===== src/pwmu_pkg.sv =====
// Purpose: Shared constants for the multi-generator PWM unit
// Assumes: One core clock, active-low reset
// Notes:   Widths fixed at the full four-generator build
`default_nettype none
package pwmu_pkg;
	localparam int        PWMU_GEN_MAX     = 4;
	localparam int        PWMU_OUT_MAX     = 2 * PWMU_GEN_MAX;
	localparam int        PWMU_CNT_W       = 16;
	localparam int        PWMU_INT_W       = PWMU_GEN_MAX + 1;
	localparam int        PWMU_FAULT_BIT   = PWMU_GEN_MAX;
	localparam logic [15:0] PWMU_CNT_RESET = 16'h0000;
	localparam logic [15:0] PWMU_CNT_ONE   = 16'h0001;
	localparam logic [15:0] PWMU_CNT_FULL  = 16'hffff;
	localparam logic [1:0]  PWMU_SYNC_RST  = 2'h0;
	localparam logic [7:0]  PWMU_OUT_RESET = 8'h00;
	localparam logic [4:0]  PWMU_INT_RESET = 5'h00;
endpackage
`default_nettype wire


===== src/pwmu_gen.sv =====
// Purpose: One generator: counter, two comparators, waveform, dead band
// Assumes: Reset already synchronised; config from core-clock logic
// Notes:   All outputs are registered
`timescale 1ns/10ps
`default_nettype none
module pwmu_gen
	import pwmu_pkg::*;
(
	input  wire logic                  i_core_clk,
	input  wire logic                  i_rst_n,
	input  wire logic                  i_enable,
	input  wire logic                  i_updown,
	input  wire logic                  i_sync_mode,
	input  wire logic                  i_sync_event,
	input  wire logic                  i_dbg_pause,
	input  wire logic                  i_dbg_halt,
	input  wire logic                  i_db_enable,
	input  wire logic [PWMU_CNT_W-1:0] i_load,
	input  wire logic [PWMU_CNT_W-1:0] i_cmp_a,
	input  wire logic [PWMU_CNT_W-1:0] i_cmp_b,
	input  wire logic [PWMU_CNT_W-1:0] i_db_rise,
	input  wire logic [PWMU_CNT_W-1:0] i_db_fall,
	output logic                       o_first_wave_output,
	output logic                       o_second_wave_output,
	output logic                       o_int,
	output logic                       o_trig
);
	logic [PWMU_CNT_W-1:0] cnt_reg;
	logic                  up_reg;
	logic [PWMU_CNT_W-1:0] load_reg;
	logic [PWMU_CNT_W-1:0] cmpa_reg;
	logic [PWMU_CNT_W-1:0] cmpb_reg;
	logic                  pend_reg;
	logic [PWMU_CNT_W-1:0] db_cnt_reg;
	logic                  a_prev_reg;
	logic                  at_zero;
	logic                  hold;
	logic                  apply;
	logic                  a_raw;
	logic                  b_raw;

	assign at_zero = (cnt_reg == PWMU_CNT_RESET);
	// Pause only once the count has run down to zero
	assign hold    = i_dbg_halt && i_dbg_pause && at_zero;
	assign apply   = at_zero && (!i_sync_mode || pend_reg || i_sync_event);
	assign a_raw   = i_updown ? (cnt_reg < cmpa_reg) : (cnt_reg >= cmpa_reg);
	assign b_raw   = i_updown ? (cnt_reg < cmpb_reg) : (cnt_reg >= cmpb_reg);

	always_ff @(posedge i_core_clk or negedge i_rst_n)
	begin
		if (!i_rst_n)
			pend_reg <= 1'b0;
		else if (i_sync_event && !at_zero)
			pend_reg <= 1'b1;
		else if (apply)
			pend_reg <= 1'b0;
	end

	always_ff @(posedge i_core_clk or negedge i_rst_n)
	begin
		if (!i_rst_n)
		begin
			load_reg <= PWMU_CNT_RESET;
			cmpa_reg <= PWMU_CNT_RESET;
			cmpb_reg <= PWMU_CNT_RESET;
		end
		else if (apply || !i_enable)
		begin
			load_reg <= i_load;
			cmpa_reg <= i_cmp_a;
			cmpb_reg <= i_cmp_b;
		end
	end

	always_ff @(posedge i_core_clk or negedge i_rst_n)
	begin
		if (!i_rst_n)
		begin
			cnt_reg <= PWMU_CNT_RESET;
			up_reg  <= 1'b1;
		end
		else if (!i_enable)
		begin
			cnt_reg <= PWMU_CNT_RESET;
			up_reg  <= 1'b1;
		end
		else if (hold)
			cnt_reg <= cnt_reg;
		else if (!i_updown)
			cnt_reg <= at_zero ? load_reg : cnt_reg - PWMU_CNT_ONE;
		else if (up_reg)
		begin
			// Turn at the load value, center-aligned
			if (cnt_reg >= load_reg)
			begin
				up_reg  <= 1'b0;
				cnt_reg <= at_zero ? cnt_reg : cnt_reg - PWMU_CNT_ONE;
			end
			else
				cnt_reg <= cnt_reg + PWMU_CNT_ONE;
		end
		else if (cnt_reg == PWMU_CNT_ONE || at_zero)
		begin
			up_reg  <= 1'b1;
			cnt_reg <= PWMU_CNT_RESET;
		end
		else
			cnt_reg <= cnt_reg - PWMU_CNT_ONE;
	end

	always_ff @(posedge i_core_clk or negedge i_rst_n)
	begin
		if (!i_rst_n)
		begin
			o_int  <= 1'b0;
			o_trig <= 1'b0;
		end
		else
		begin
			o_int  <= i_enable && at_zero && !hold;
			o_trig <= i_enable && at_zero && !hold;
		end
	end

	// Edge timer measured from each edge of the first output
	always_ff @(posedge i_core_clk or negedge i_rst_n)
	begin
		if (!i_rst_n)
		begin
			a_prev_reg <= 1'b0;
			db_cnt_reg <= PWMU_CNT_RESET;
		end
		else
		begin
			a_prev_reg <= a_raw;
			if (a_raw != a_prev_reg)
				db_cnt_reg <= PWMU_CNT_ONE;
			else if (db_cnt_reg != PWMU_CNT_FULL)
				db_cnt_reg <= db_cnt_reg + PWMU_CNT_ONE;
		end
	end

	always_ff @(posedge i_core_clk or negedge i_rst_n)
	begin
		if (!i_rst_n)
		begin
			o_first_wave_output  <= 1'b0;
			o_second_wave_output <= 1'b0;
		end
		else if (!i_enable)
		begin
			o_first_wave_output  <= 1'b0;
			o_second_wave_output <= 1'b0;
		end
		else if (i_db_enable)
		begin
			// Second output rebuilt from the first, with gaps
			o_first_wave_output  <= a_raw && a_raw == a_prev_reg
				&& db_cnt_reg >= i_db_rise;
			o_second_wave_output <= !a_raw && a_raw == a_prev_reg
				&& db_cnt_reg >= i_db_fall;
		end
		else
		begin
			o_first_wave_output  <= a_raw;
			o_second_wave_output <= b_raw;
		end
	end
endmodule
`default_nettype wire


===== src/pwmu_top.sv =====
// Purpose: PWM unit: generators plus shared output control block
// Assumes: Config and debug halt come from core-clock logic
// Notes:   Fault pin is asynchronous and synchronised here
`timescale 1ns/10ps
`default_nettype none
module pwmu_top
	import pwmu_pkg::*;
#(
	parameter int GEN_COUNT = 4
)
(
	input  wire logic                    i_core_clk,
	input  wire logic                    i_reset_n,
	input  wire logic [PWMU_GEN_MAX-1:0] i_gen_enable,
	input  wire logic [PWMU_GEN_MAX-1:0] i_count_updown,
	input  wire logic [PWMU_GEN_MAX-1:0] i_sync_mode,
	input  wire logic [PWMU_GEN_MAX-1:0] i_sync_update,
	input  wire logic [PWMU_GEN_MAX-1:0] i_dbg_pause,
	input  wire logic [PWMU_GEN_MAX-1:0] i_db_enable,
	input  wire logic [PWMU_GEN_MAX-1:0][PWMU_CNT_W-1:0] i_load,
	input  wire logic [PWMU_GEN_MAX-1:0][PWMU_CNT_W-1:0] i_cmp_a,
	input  wire logic [PWMU_GEN_MAX-1:0][PWMU_CNT_W-1:0] i_cmp_b,
	input  wire logic [PWMU_GEN_MAX-1:0][PWMU_CNT_W-1:0] i_db_rise,
	input  wire logic [PWMU_GEN_MAX-1:0][PWMU_CNT_W-1:0] i_db_fall,
	input  wire logic                    i_dbg_halt,
	input  wire logic                    i_fault_pin,
	input  wire logic                    i_fault_minper_en,
	input  wire logic [PWMU_CNT_W-1:0]   i_fault_minper,
	input  wire logic [PWMU_OUT_MAX-1:0] i_out_enable,
	input  wire logic [PWMU_OUT_MAX-1:0] i_out_invert,
	input  wire logic [PWMU_OUT_MAX-1:0] i_fault_suppress,
	input  wire logic [PWMU_OUT_MAX-1:0] i_fault_level,
	output logic      [PWMU_OUT_MAX-1:0] o_wave_out,
	output logic      [PWMU_GEN_MAX-1:0] o_gen_int,
	output logic      [PWMU_GEN_MAX-1:0] o_gen_trig,
	output logic                         o_fault_int,
	output logic      [PWMU_INT_W-1:0]   o_int_status
);
	logic [1:0]              rst_sync_reg;
	logic                    rst_n;
	logic [1:0]              fault_sync_reg;
	logic                    fault_in;
	logic [PWMU_CNT_W-1:0]   minper_reg;
	logic                    fault_act;
	logic [PWMU_OUT_MAX-1:0] raw_wave;
	logic [PWMU_GEN_MAX-1:0] gen_int;
	logic [PWMU_GEN_MAX-1:0] gen_trig;

	always_ff @(posedge i_core_clk or negedge i_reset_n)
	begin
		if (!i_reset_n)
			rst_sync_reg <= PWMU_SYNC_RST;
		else
			rst_sync_reg <= {rst_sync_reg[0], 1'b1};
	end
	assign rst_n = rst_sync_reg[1];

	// Fault pin is asynchronous; only the second stage is read
	always_ff @(posedge i_core_clk or negedge rst_n)
	begin
		if (!rst_n)
			fault_sync_reg <= PWMU_SYNC_RST;
		else
			fault_sync_reg <= {fault_sync_reg[0], i_fault_pin};
	end
	assign fault_in = fault_sync_reg[1];

	genvar g;
	generate
		for (g = 0; g < PWMU_GEN_MAX; g++)
		begin : gen_blk
			if (g < GEN_COUNT)
			begin : live
				pwmu_gen u_gen (
					.i_core_clk           (i_core_clk),
					.i_rst_n              (rst_n),
					.i_enable             (i_gen_enable[g]),
					.i_updown             (i_count_updown[g]),
					.i_sync_mode          (i_sync_mode[g]),
					.i_sync_event         (i_sync_update[g]),
					.i_dbg_pause          (i_dbg_pause[g]),
					.i_dbg_halt           (i_dbg_halt),
					.i_db_enable          (i_db_enable[g]),
					.i_load               (i_load[g]),
					.i_cmp_a              (i_cmp_a[g]),
					.i_cmp_b              (i_cmp_b[g]),
					.i_db_rise            (i_db_rise[g]),
					.i_db_fall            (i_db_fall[g]),
					.o_first_wave_output  (raw_wave[2*g]),
					.o_second_wave_output (raw_wave[2*g+1]),
					.o_int                (gen_int[g]),
					.o_trig               (gen_trig[g])
				);
			end
			else
			begin : absent
				// Three-generator build: outputs six and seven stay low
				assign raw_wave[2*g]   = 1'b0;
				assign raw_wave[2*g+1] = 1'b0;
				assign gen_int[g]      = 1'b0;
				assign gen_trig[g]     = 1'b0;
			end
		end
	endgenerate

	// Minimum fault period timer, restarted while the pin is active
	always_ff @(posedge i_core_clk or negedge rst_n)
	begin
		if (!rst_n)
			minper_reg <= PWMU_CNT_RESET;
		else if (fault_in && i_fault_minper_en)
			minper_reg <= i_fault_minper;
		else if (minper_reg != PWMU_CNT_RESET)
			minper_reg <= minper_reg - PWMU_CNT_ONE;
	end
	assign fault_act = fault_in || (minper_reg != PWMU_CNT_RESET);

	always_ff @(posedge i_core_clk or negedge rst_n)
	begin
		if (!rst_n)
			o_wave_out <= PWMU_OUT_RESET;
		else
			for (int i = 0; i < PWMU_OUT_MAX; i++)
				if (!i_out_enable[i])
					o_wave_out[i] <= 1'b0;
				else if (fault_act && i_fault_suppress[i])
					o_wave_out[i] <= i_fault_level[i];
				else
					o_wave_out[i] <= raw_wave[i] ^ i_out_invert[i];
	end

	always_ff @(posedge i_core_clk or negedge rst_n)
	begin
		if (!rst_n)
		begin
			o_gen_int    <= PWMU_OUT_RESET[PWMU_GEN_MAX-1:0];
			o_gen_trig   <= PWMU_OUT_RESET[PWMU_GEN_MAX-1:0];
			o_fault_int  <= 1'b0;
			o_int_status <= PWMU_INT_RESET;
		end
		else
		begin
			o_gen_int    <= gen_int;
			o_gen_trig   <= gen_trig;
			o_fault_int  <= fault_act;
			o_int_status <= {fault_act, gen_int};
		end
	end
endmodule
`default_nettype wire


===== config.mk =====
export PLATFORM = sky130hd
export DESIGN_NAME = pwmu_top
export DESIGN_NICKNAME = d
export VERILOG_FILES = /design/src/pwmu_pkg.sv /design/src/pwmu_gen.sv /design/src/pwmu_top.sv
export SDC_FILE = /design/constraint.sdc
export NUM_CORES = 1
export LEC_CHECK = 0
export BUFFER_PORTS_ARGS = -buffer_cell sky130_fd_sc_hd__buf_2
export CAP_MARGIN = 10
export CORE_MARGIN = 4
export CORE_UTILIZATION = 54
export CTS_BUF_LIST = sky130_fd_sc_hd__clkbuf_2
export CTS_CLUSTER_SIZE = 8
export DETAILED_ROUTE_END_ITERATION = 12
export GPL_TIMING_DRIVEN = 0
export PLACE_DENSITY = 0.78
export SLEW_MARGIN = 20
export SYNTH_ARGS = -nofsm -noshare
export SYNTH_HDL_FRONTEND = slang
export SYNTH_SLANG_ARGS = --single-unit

===== constraint.sdc =====
create_clock -name i_core_clk -period 10.4 [get_ports i_core_clk]
set_input_delay 0 -clock i_core_clk [delete_from_list [all_inputs] [get_ports i_core_clk]]
set_output_delay 0 -clock i_core_clk [all_outputs]
set_load 0.03 [all_outputs]

==> qor.yml, run 1 <==
cts_buffers: 104
initial_utilization_pct: 54.7
die-width_um: 231
synth-edff-count: 0
clock-sinks: 377
async_reset_ff_share_pct: 100
synth_area_sq_um: 26800
io_pins: 419
die_h_um: 231
dp_hpwl_mm: 61.2
clockBufferDepth: 3
place.gp.congestion: 0.942
io_buffers: 416
rows: 81
cts_root_buf: "clkbuf_2"
htreeDepth: 3
synth_nets: 3844
post_cts_resized: 0
synth-seq-area-share_pct: 35.3
post_cts_buffers: 0
error: "[ERROR RSZ-0060] Max buffer count reached."
holdBufCountCts: 878
syn-instance-count: 3098
yosysWarningCount: 0
ys_seq_elements: 377
outcome: "stopped before the end"
avgSynthCellArea_sq_um: 8.64
failed_stage: "clock tree synthesis (4_1_cts)"
ys_types: 91
ys.flop_type: "dfrtp_1"
kinds of logic after synthesis:
group	Yosys count	synth area share (%)
mux	30	1.19
other cells	1	0.0140
fa+ha+maj	349	16.3
simple gates	1022	18.8
compound gates	718	16.7
buf+inv	467	7.26
flops	377	35.3
xor+xnor	134	4.39
metrics by stage:
step,util (%),area [sq um],cells,setup slack [ps]
3_3_place_gp,60.6,29700,4178,1770
2_1_floorplan,-,26800,3098,4250
3_5_place_dp,61.1,29900,4186,6800
synth_stat cells, types with 20 or more instances:
master	instances	share of area (%)
buf_2	28	0.52
clkbuf_1	57	0.80
dfrtp_1	373	35
a211oi_1	49	1.4
nor3_1	65	1.2
nor4_1	20	0.47
or3_1	22	0.51
and3_1	36	0.84
nand2_1	365	5.1
o21ai_0	291	5.4
nor2_1	186	2.6
nor2b_1	36	0.84
a21oi_1	129	2.4
a21o_1	43	1.2
o21a_1	26	0.73
ha_1	349	16
nand4_1	61	1.4
xnor2_1	68	2.2
nand2b_1	34	0.79
inv_1	354	5.0
nand3_1	101	1.9
xor2_1	66	2.2
==> inputs of run 2 (changes only) <==
--- a/config.mk
+++ b/config.mk
@@ -8,12 +8,10 @@
 export BUFFER_PORTS_ARGS = -buffer_cell sky130_fd_sc_hd__buf_2
 export CAP_MARGIN = 10
 export CORE_MARGIN = 4
-export CORE_UTILIZATION = 54
-export CTS_BUF_LIST = sky130_fd_sc_hd__clkbuf_2
-export CTS_CLUSTER_SIZE = 8
+export CORE_UTILIZATION = 40
 export DETAILED_ROUTE_END_ITERATION = 12
 export GPL_TIMING_DRIVEN = 0
-export PLACE_DENSITY = 0.78
+export PLACE_DENSITY_LB_ADDON = 0.15
 export SLEW_MARGIN = 20
 export SYNTH_ARGS = -nofsm -noshare
 export SYNTH_HDL_FRONTEND = slang
==> constraint.sdc (replaced) <==
create_clock -name i_core_clk -period 13.52 [get_ports i_core_clk]
set_input_delay 0 -clock i_core_clk [delete_from_list [all_inputs] [get_ports i_core_clk]]
set_output_delay 0 -clock i_core_clk [all_outputs]
set_load 0.03 [all_outputs]
==> qor.yml, run 2 <==
outcome: "complete, no violations"
htreeDepth: 2  # -1
avgSynthCellArea_sq_um: 8.64  # unchanged
io_pins: 419  # unchanged
tightest_slew_ps: 1010
place.gp.congestion: 0.904  # -4.1%
fmax_mhz: 264
holdWs_ps: 29.9
grt.met1_usage_pct: 31.6
busiest_layer: "met2"
met3_usage_pct: 3.60
grt_use_total_pct: 23.7
leakagePower_uw: 0.0171
vias_per_cell: 5.18
drv_slew: 0
synth-edff-count: 0  # unchanged
yosysWarningCount: 0  # unchanged
final_nets: 4594
cts_root_buf: "clkbuf_16"
synth_nets: 3844  # unchanged
async_reset_ff_share_pct: 100  # unchanged
synth_area_sq_um: 26800  # unchanged
drt_iter0_markers: 1300
fin_area_sq_um: 34400
clockBufferDepth: 3  # unchanged
ys_seq_elements: 377  # unchanged
cp_max_fo: 10
ys.flop_type: "dfrtp_1"
grt_setup_unrepaired: "no"
total_power_uw: 5400
dp_hpwl_mm: 64.9  # +6.1%
post_cts_buffers: 0  # unchanged
cts_buffers: 46  # -56%
io_buffers: 416  # unchanged
syn2layout_area_growth_pct: 28.6
startpoint_type: "flop"
hold_depth: 4
finClkSkew_ps: 11.5
initial_utilization_pct: 40.6  # -14 points
layout_common_cells: "buf_2, dfrtp_1, nand2_1"
drive_above_1_share_pct: 16.1
endpoint_kind: "flop"
clock-sinks: 377  # unchanged
syn-instance-count: 3098  # unchanged
reg2reg_setup_slack_ps: 9730
reg2reg_from: "minper_reg[5]"
synth-seq-area-share_pct: 35.3  # unchanged
cts_tree: "done"
overflow: 0
slew_headroom_pct: 31.6
fill_cells: 6241
grt_max_degree: 56
synth.most_common_cell: "dfrtp_1"
insertion_delay_ps: 580
grtUsageMet2_pct: 40.4
worst-setup-path-type: "flop to flop"
drc_errors: 0
final-setup-viol-count: 0
synth_top_area_share_pct: 34.9  # unchanged
postRouteAntennaNets: 0
rows: 94  # +16%
hold_viol_final: 0
power_per_cell_area_nw_per_um2: 157
grt_pass1_wl_mm: 135
r2r_cells: 9
netlist_top_cells_area: "dfrtp_1, ha_1, o21ai_0"
crit_required_ps: 14030
worstHoldPathType: "input pin to flop"
fin_crit_sh_pct: 28.1
die_h_um: 267  # +16%
fin_util_pct: 52.2
die-width_um: 267  # +16%
holdPathEnd: "gen_blk[3].live.u_gen.cnt_reg[0]"
coreArea_sq_um: 66000
wirelength_mm: 85.3
wl_per_cell_um: 17.9
fin_tns_setup_ps: 0
peakVddDrop_uv: 112
timing.rr.end: "o_wave_out[3]"
dieArea_sq_um: 71100
antenna_found_initial: 11
final_common_cell: "buf_2"
first_pass_iters: 5
ys_types: 91  # unchanged
cp.arrival_ps: 4310
maxCapViolCount: 0
grt_pass1_vias: 24800
vias: 24700
placed_cell_area_sq_um: 30100  # +0.77%
min_period_ps: 3790
synth.cells.most_frequent: "dfrtp_1, nand2_1, inv_1, ha_1, o21ai_0"
synth_largest_area_cell: "dfrtp_1"
cts.clk_slew.worst_paths_ps: 60
hp-start: "i_dbg_halt"
run 2: cell counts after synthesis:
Identical to the previous run, type by type.
run 2: cells by family after synthesis:
family                   synth area share (%)
AND/OR/NAND/NOR                          18.8
AO/OA/AOI/OAI                            16.7
buffers and inverters                    7.26
flip-flops                               35.3
adder cells (fa/ha/maj)                  16.3
XOR/XNOR                                 4.39
multiplexers                             1.19
other                                  0.0140
run 2: critical path: stages (launching register included):
cell and delay (ps):
dfrtp_1 390, nor4_1 360, nor2b_1 310, nand4_1 480
clkbuf_1 530, o21ai_0 350, nand3_1 100, dlygate4sd3_1 570
o21ai_0 70, dlygate4sd3_1 570
run 2: cell type report:
class / count / area (sq um) / share of cell area [%]
Antenna cell: 6 / 15.0 / 0.0436
Buffer: 113 / 614 / 1.79
Clock buffer: 73 / 1370 / 3.99
Clock inverter: 13 / 114 / 0.331
Inverter: 354 / 1330 / 3.86
Multi-Input combinational cell: 2254 / 15400 / 44.7
Sequential cell: 377 / 9440 / 27.4
Tap cell: 864 / 1080 / 3.14
Timing Repair Buffer: 702 / 5070 / 14.7
run 2: stage by stage:
step,cells,setup slack [ps]
2_1_floorplan,3098,2240
3_5_place_dp,4385,9760
3_3_place_gp,4378,-3120
6_report,4756,9730
5_1_grt,4753,9520
4_1_cts,4750,9740
run 2: worst max-delay path by stage:
stage	from	endpoint	slack, ps	cells past startpoint
after CTS	gen_blk[1].live.u_gen.cnt_reg[13]	gen_blk[1].live.u_gen.cnt_reg[14]	9740	9
after global routing	minper_reg[2]	o_wave_out[3]	9520	9
final	minper_reg[5]	o_wave_out[3]	9730	9
after detailed placement	gen_blk[1].live.u_gen.cnt_reg[15]	gen_blk[1].live.u_gen.cnt_reg[14]	9760	9
after global placement	rst_sync_reg[1]	gen_blk[2].live.u_gen.cmpa_reg[12]	-3120	0
after floorplan	rst_sync_reg[1]	fault_sync_reg[0]	2240	0
run 2: per-layer routing:
| layer | part of all wire, % | wire (um) |
|---|---|---|
| met1 | 45 | 38300 |
| met2 | 47 | 40100 |
| met3 | 5.1 | 4350 |
| met4 | 2.8 | 2430 |
| met5 | 0.060 | 51 |
run 2: timing repair:
action                    4_1_cts  5_1_grt
resized for setup               0        0
hold endpoints to repair      250        0
hold buffers                  279        0
run 2: where the power goes:
part	total, uW	switching (uW)	internal [uW]	leakage (uW)
logic	2480	1420	1060	0.0116
registers	1690	299	1390	0.00474
clock network	1230	518	716	0.000729
total	5400	2240	3160	0.0171
No activity file was read; power rests on OpenSTA's default activity.
==> inputs of run 3 (changes only) <==
==> constraint.sdc (replaced) <==
create_clock -name i_core_clk -period 3 [get_ports i_core_clk]
set_input_delay 0 -clock i_core_clk [delete_from_list [all_inputs] [get_ports i_core_clk]]
set_output_delay 0 -clock i_core_clk [all_outputs]
set_load 0.03 [all_outputs]
==> qor.yml, run 3 (synthesized netlist as in run 2, its figures left out) <==
outcome: "complete, no violations"
tightest_slew_ps: 1030  # +20.4 ps
fin_tns_setup_ps: 0  # unchanged
crit_family: "compound AO/OA/AOI/OAI gates"
clockBufferDepth: 3  # unchanged
hold_viol_final: 0  # unchanged
r2r_cells: 10  # +1
p_int_uw: 14700  # +370%
clock-sinks: 377  # unchanged
rows: 94  # unchanged
worst-setup-path-type: "flop to flop"
syn2layout_area_growth_pct: 31.3
io_pins: 419  # unchanged
first_pass_iters: 5  # unchanged
grt_pass1_wl_mm: 139  # +2.7%
postRouteAntennaNets: 0  # unchanged
wirelength_mm: 87.9  # +3.0%
vias_per_cell: 5.23  # +0.89%
overflow: 0  # unchanged
p_comb_share_pct: 47.6  # +1.7 points
drt_iter0_markers: 1475  # +13%
cts.clk_slew.worst_paths_ps: 60  # about the same
crit_end: "gen_blk[0].live.u_gen.db_cnt_reg[11]"
drv_slew: 0  # unchanged
final_common_cell: "buf_2"
dp_cells: 4386  # +0.023%
slew_headroom_pct: 30.6  # -0.93 points
grt_pass1_vias: 25400  # +2.2%
vias: 25000  # +1.5%
peakVddDrop_uv: 502  # +350%
cp_num_cells: 10  # +1
cts_tree: "done"
initial_utilization_pct: 40.6  # unchanged
p_seq_share_pct: 30.5  # -0.8 points
final-setup-viol-count: 0  # unchanged
switchingPower_uw: 10400  # +370%
min_period_ps: 3000  # -795 ps
power_per_cell_area_nw_per_um2: 716  # +360%
switching_share_pct: 41.4  # about the same
grt_max_degree: 53  # -5.4%
layout_common_cells: "buf_2, nand2_1, inv_1"
cp.arrival_ps: 3500  # -810 ps
htreeDepth: 2  # unchanged
cp_max_fo: 8  # -2
cp.buffers_inverters: 1  # -2
fmax_mhz: 333  # +27%
crit_required_ps: 3500  # -10530 ps
drive_above_1_share_pct: 19.1  # +3.0 points
reg2reg_setup_slack_ps: 0.04  # -9720 ps
fill_cells: 6208  # -0.53%
endpoint_kind: "flop"
fin_crit_sh_pct: 100  # +72 points
p_clk_share_pct: 22.0  # -0.8 points
worst_path_max_delay_cell: "dfrtp_2"
place.gp.congestion: 0.925  # +2.4%
grt_setup_unrepaired: "yes"
dieArea_sq_um: 71100  # unchanged
die_h_um: 267  # unchanged
path_cells: "ha_1 > a21oi_1 > o21ai_1 > o2111ai_1 > a31o_2 > ha_4 > inv_4 > a211o_4 > or3_4 > a21oi_2"
dp_hpwl_mm: 65.6  # +1.2%
startpoint_type: "flop"
final_nets: 4628  # +0.74%
hp-start: "i_sync_mode[0]"
reg2reg_from: "gen_blk[0].live.u_gen.cnt_reg[5]"
leakagePower_uw: 0.0174  # +1.5%
insertion_delay_ps: 570  # about the same
antenna_found_initial: 8  # -3
timing.rr.end: "gen_blk[0].live.u_gen.db_cnt_reg[11]"
instances_no_fill: 4784  # +0.59%
cts_buffers: 46  # unchanged
finClkSkew_ps: 13.4  # +1.87 ps
wl_per_cell_um: 18.4  # +2.4%
max_stage_delay_ps: 500  # -70 ps
drc_errors: 0  # unchanged
coreArea_sq_um: 66000  # unchanged
maxCapViolCount: 0  # unchanged
critPathLaunch: "gen_blk[0].live.u_gen.cnt_reg[5]"
cts_root_buf: "clkbuf_16"
worstHoldPathType: "input pin to flop"
io_buffers: 416  # unchanged
grt_use_total_pct: 24.4  # +0.70 points
die-width_um: 267  # unchanged
[run 3: tightest hold or removal path, cell delays in order]
cell and delay [ps]:
buf_2 80, nand2_1 40, nand2_1 70, nand2_2 80, buf_12 160, nand2_1 70, o21ai_0 70
[run 3: cell type report]
| cell class | instances | area, sq um | area share, % |
|---|---|---|---|
| Clock buffer | 74 | 1390 | 3.96 |
| Inverter | 354 | 1340 | 3.81 |
| Clock inverter | 9 | 70.1 | 0.199 |
| Multi-Input combinational cell | 2254 | 15700 | 44.8 |
| Buffer | 106 | 623 | 1.77 |
| Tap cell | 864 | 1080 | 3.08 |
| Antenna cell | 3 | 7.51 | 0.0214 |
| Sequential cell | 377 | 9480 | 27.0 |
| Timing Repair Buffer | 743 | 5400 | 15.4 |
[run 3: worst min-delay path by stage]
stage / to / cells past startpoint
2_1_floorplan: rst_sync_reg[0] / 0
3_3_place_gp: rst_sync_reg[0] / 1
3_5_place_dp: rst_sync_reg[0] / 1
4_1_cts: gen_blk[0].live.u_gen.load_reg[1] / 7
5_1_grt: gen_blk[1].live.u_gen.o_first_wave_output / 6
6_report: gen_blk[0].live.u_gen.load_reg[1] / 7
[run 3: per-stage QoR]
stage	total power (uW)	cell area [sq um]	utilization (%)	worst slack [ps]	hold slack (ps)
after floorplan	15200	26800	-	-711	-296
after global placement	18300	29900	45.4	-2490	-212
after detailed placement	18400	30100	45.7	-973	-213
after CTS	24900	34800	52.7	-23.6	6.87
after global routing	27300	35100	53.2	-125	78.4
final	25200	35100	53.2	0.0431	51.5
[run 3: power by group through the flow]
| stage | sequential, uW | clock, uW | combinational [uW] |
|---|---|---|---|
| final | 7670 | 5530 | 12000 |
| after detailed placement | 7750 | 0 | 10700 |
| after CTS | 7650 | 5720 | 11500 |
| after floorplan | 7230 | 0 | 8020 |
| after global routing | 7810 | 5890 | 13600 |
| after global placement | 7840 | 0 | 10500 |
[run 3: routing by layer]
layer  track usage [%]  wire [um]
met5                 0         40
met4              7.00       2590
met3              4.49       5510
met2              40.5      40300
met1              32.9      39400
[run 3: what timing repair did]
item,CTS,global route
endpoints found under the hold margin,254,0
hold buffers,283,0
gates resized for setup,64,65
setup endpoints to repair,140,215
buffers inserted,17,19
gates cloned,0,0
pin swaps,16,20
==> inputs of run 4 (changes only) <==
--- a/config.mk
+++ b/config.mk
@@ -8,7 +8,7 @@
 export BUFFER_PORTS_ARGS = -buffer_cell sky130_fd_sc_hd__buf_2
 export CAP_MARGIN = 10
 export CORE_MARGIN = 4
-export CORE_UTILIZATION = 40
+export CORE_UTILIZATION = 53
 export DETAILED_ROUTE_END_ITERATION = 12
 export GPL_TIMING_DRIVEN = 0
 export PLACE_DENSITY_LB_ADDON = 0.15
==> qor.yml, run 4 (synthesized netlist as in run 2, its figures left out) <==
wirelength_mm: 89.9  # +2.3%
hold_viol_final: 0  # unchanged
holdPathEnd: "gen_blk[0].live.u_gen.o_second_wave_output"
insertion_delay_ps: 600  # +30 ps
reg2reg_from: "gen_blk[0].live.u_gen.cnt_reg[9]"
grt_setup_unrepaired: "yes"
busiest_layer: "met2"
cts_root_buf: "clkbuf_16"
wl_per_cell_um: 19.6  # +6.8%
grt_pass1_wl_mm: 141  # +1.4%
grt.met1_usage_pct: 40.9  # +8.0 points
crit_required_ps: 3510  # about the same
dp_hpwl_mm: 64.9  # -1.1%
reg2reg_setup_slack_ps: -100  # -100 ps
drv_slew: 0  # unchanged
final_nets: 4612  # -0.35%
grt_use_total_pct: 32.4  # +7.9 points
hp-start: "i_db_fall[5]"
outcome: "complete, but fails checks"
min_period_ps: 3100  # +100 ps
first_pass_iters: 5  # unchanged
cp_max_fo: 5  # -3
crit_family: "compound AO/OA/AOI/OAI gates"
leakagePower_uw: 0.0173  # -0.24%
cp.buffers_inverters: 1  # unchanged
rows: 82  # -13%
worstHoldPathType: "input pin to flop"
cts_buffers: 44  # -4.3%
io_buffers: 416  # unchanged
cp.arrival_ps: 3610  # +110 ps
cts.clk_slew.worst_paths_ps: 60  # about the same
holdWs_ps: 31.8  # -19.7 ps
max_stage_delay_ps: 460  # -40 ps
coreArea_sq_um: 50100  # -24%
finClkSkew_ps: 38.1  # +24.7 ps
clock-sinks: 377  # unchanged
power_per_cell_area_nw_per_um2: 735  # +2.6%
timing.rr.end: "gen_blk[0].live.u_gen.db_cnt_reg[9]"
die_h_um: 233  # -13%
endpoint_kind: "flop"
peakVddDrop_uv: 485  # -3.3%
fin_ws_ps: -100  # -100 ps
final-setup-viol-count: 4  # +4
htreeDepth: 2  # unchanged
place.gp.congestion: 0.952  # +2.9%
hold_depth: 6  # -1
layout_common_cells: "buf_2, nand2_1, dfrtp_1"
die-width_um: 233  # -13%
overflow: 0  # unchanged
syn2layout_area_growth_pct: 30.2
fill_cells: 3864  # -38%
fmax_mhz: 323  # -3.2%
dieArea_sq_um: 54100  # -24%
startpoint_type: "flop"
postRouteAntennaNets: 0  # unchanged
path_cells: "ha_4 > a211oi_2 > o21bai_1 > a21o_1 > a221oi_2 > a21oi_1 > a31o_2 > ha_4 > inv_4 > a211o_4 > or3_1 > a21oi_1"
worst-setup-path-type: "flop to flop"
violations: "setup timing"
antenna_found_initial: 9  # +1
drc_errors: 0  # unchanged
cts_tree: "done"
io_pins: 419  # unchanged
fin_tns_setup_ps: -178  # -178 ps
vias_per_cell: 5.79  # +11%
worst_path_max_delay_cell: "dfrtp_2"
drive_above_1_share_pct: 19.2  # +0.13 points
maxCapViolCount: 0  # unchanged
grt_max_degree: 55  # +3.8%
vias: 26500  # +6.0%
grt_pass1_vias: 27100  # +7.0%
fin_crit_sh_pct: 103  # +3.3 points
slew_headroom_pct: 28.2  # -2.5 points
initial_utilization_pct: 53.4  # +13 points
grtUsageMet2_pct: 54.0  # +14 points
tightest_slew_ps: 1080  # +46.5 ps
met3_usage_pct: 4.75  # +0.26 points
final_common_cell: "buf_2"
r2r_cells: 12  # +2
clockBufferDepth: 3  # unchanged
drt_iter0_markers: 2351  # +59%
-- run 4: cell count changes in the layout (fill, tap and decap cells not counted), sizes merged --
cell         previous run  this run
bufinv                  1         4
inv                   353       355
clkinvlp                1         4
clkbuf                129       116
diode                   3        10
dlygate4sd3           283       276
buf                   511       506
-- run 4: layer usage --
metal  vias up  share of wire [%]
li1      12400                  -
met1     12800                 41
met2      1104                 47
met3       288                6.7
met4         4                5.3
met5         -              0.023
-- run 4: repair_timing --
item	CTS	global route
hold buffers	276	0
gates resized for setup	58	66
pin swaps	18	24
endpoints found under the setup margin	134	273
buffers inserted	12	17
hold endpoints to repair	253	0
-- run 4: worst min-delay path, stage by stage --
cell and delay (ps):
buf_2 90, inv_1 60, ha_1 130, and2_1 100, o21ai_0 80, o311ai_0 100
-- run 4: cell type report --
cell class,instances,area (sq um),share of cell area (%)
multi-input combinational,2254,15700,45.1
sequential,377,9470,27.2
timing repair buffer,729,5270,15.1
clock buffer,63,1340,3.86
inverter,354,1340,3.84
tap,672,841,2.41
buffer,106,614,1.76
clock inverter,17,204,0.586
antenna,10,25.0,0.0719
-- run 4: worst max path at each step --
stage                                                 start                                   to  slack (ps)  cells past startpoint
after floorplan                             rst_sync_reg[1]                    fault_sync_reg[0]        -710                      0
after global placement                      rst_sync_reg[1]    gen_blk[2].live.u_gen.cmpb_reg[3]       -2160                      0
after detailed placement  gen_blk[1].live.u_gen.cnt_reg[15]    gen_blk[1].live.u_gen.cnt_reg[13]        -500                      9
after CTS                  gen_blk[0].live.u_gen.cnt_reg[9]  gen_blk[0].live.u_gen.db_cnt_reg[9]        -120                     13
after global routing       gen_blk[0].live.u_gen.cnt_reg[9]  gen_blk[0].live.u_gen.db_cnt_reg[9]        -140                     12
final                      gen_blk[0].live.u_gen.cnt_reg[9]  gen_blk[0].live.u_gen.db_cnt_reg[9]        -100                     12
-- run 4: through the flow --
stage / cell area, sq um / worst slack, ps / instances / total power (uW) / utilization [%]
after CTS: 34500 / -117 / 4558 / 25000 / 68.9
final: 34800 / -100 / 4582 / 25600 / 69.6
after global routing: 34800 / -141 / 4578 / 27300 / 69.5
after detailed placement: 29900 / -498 / 4194 / 18500 / 59.7
after global placement: 29700 / -2160 / 4186 / 17900 / 59.3
after floorplan: 26800 / -711 / 3098 / 15200 / -
-- run 4: power breakdown --
group          total (uW)  switching, uW  internal (uW)
logic               12200           6990           5190
registers            7660           1370           6290
clock network        5760           2300           3460
total               25600          10700          14900
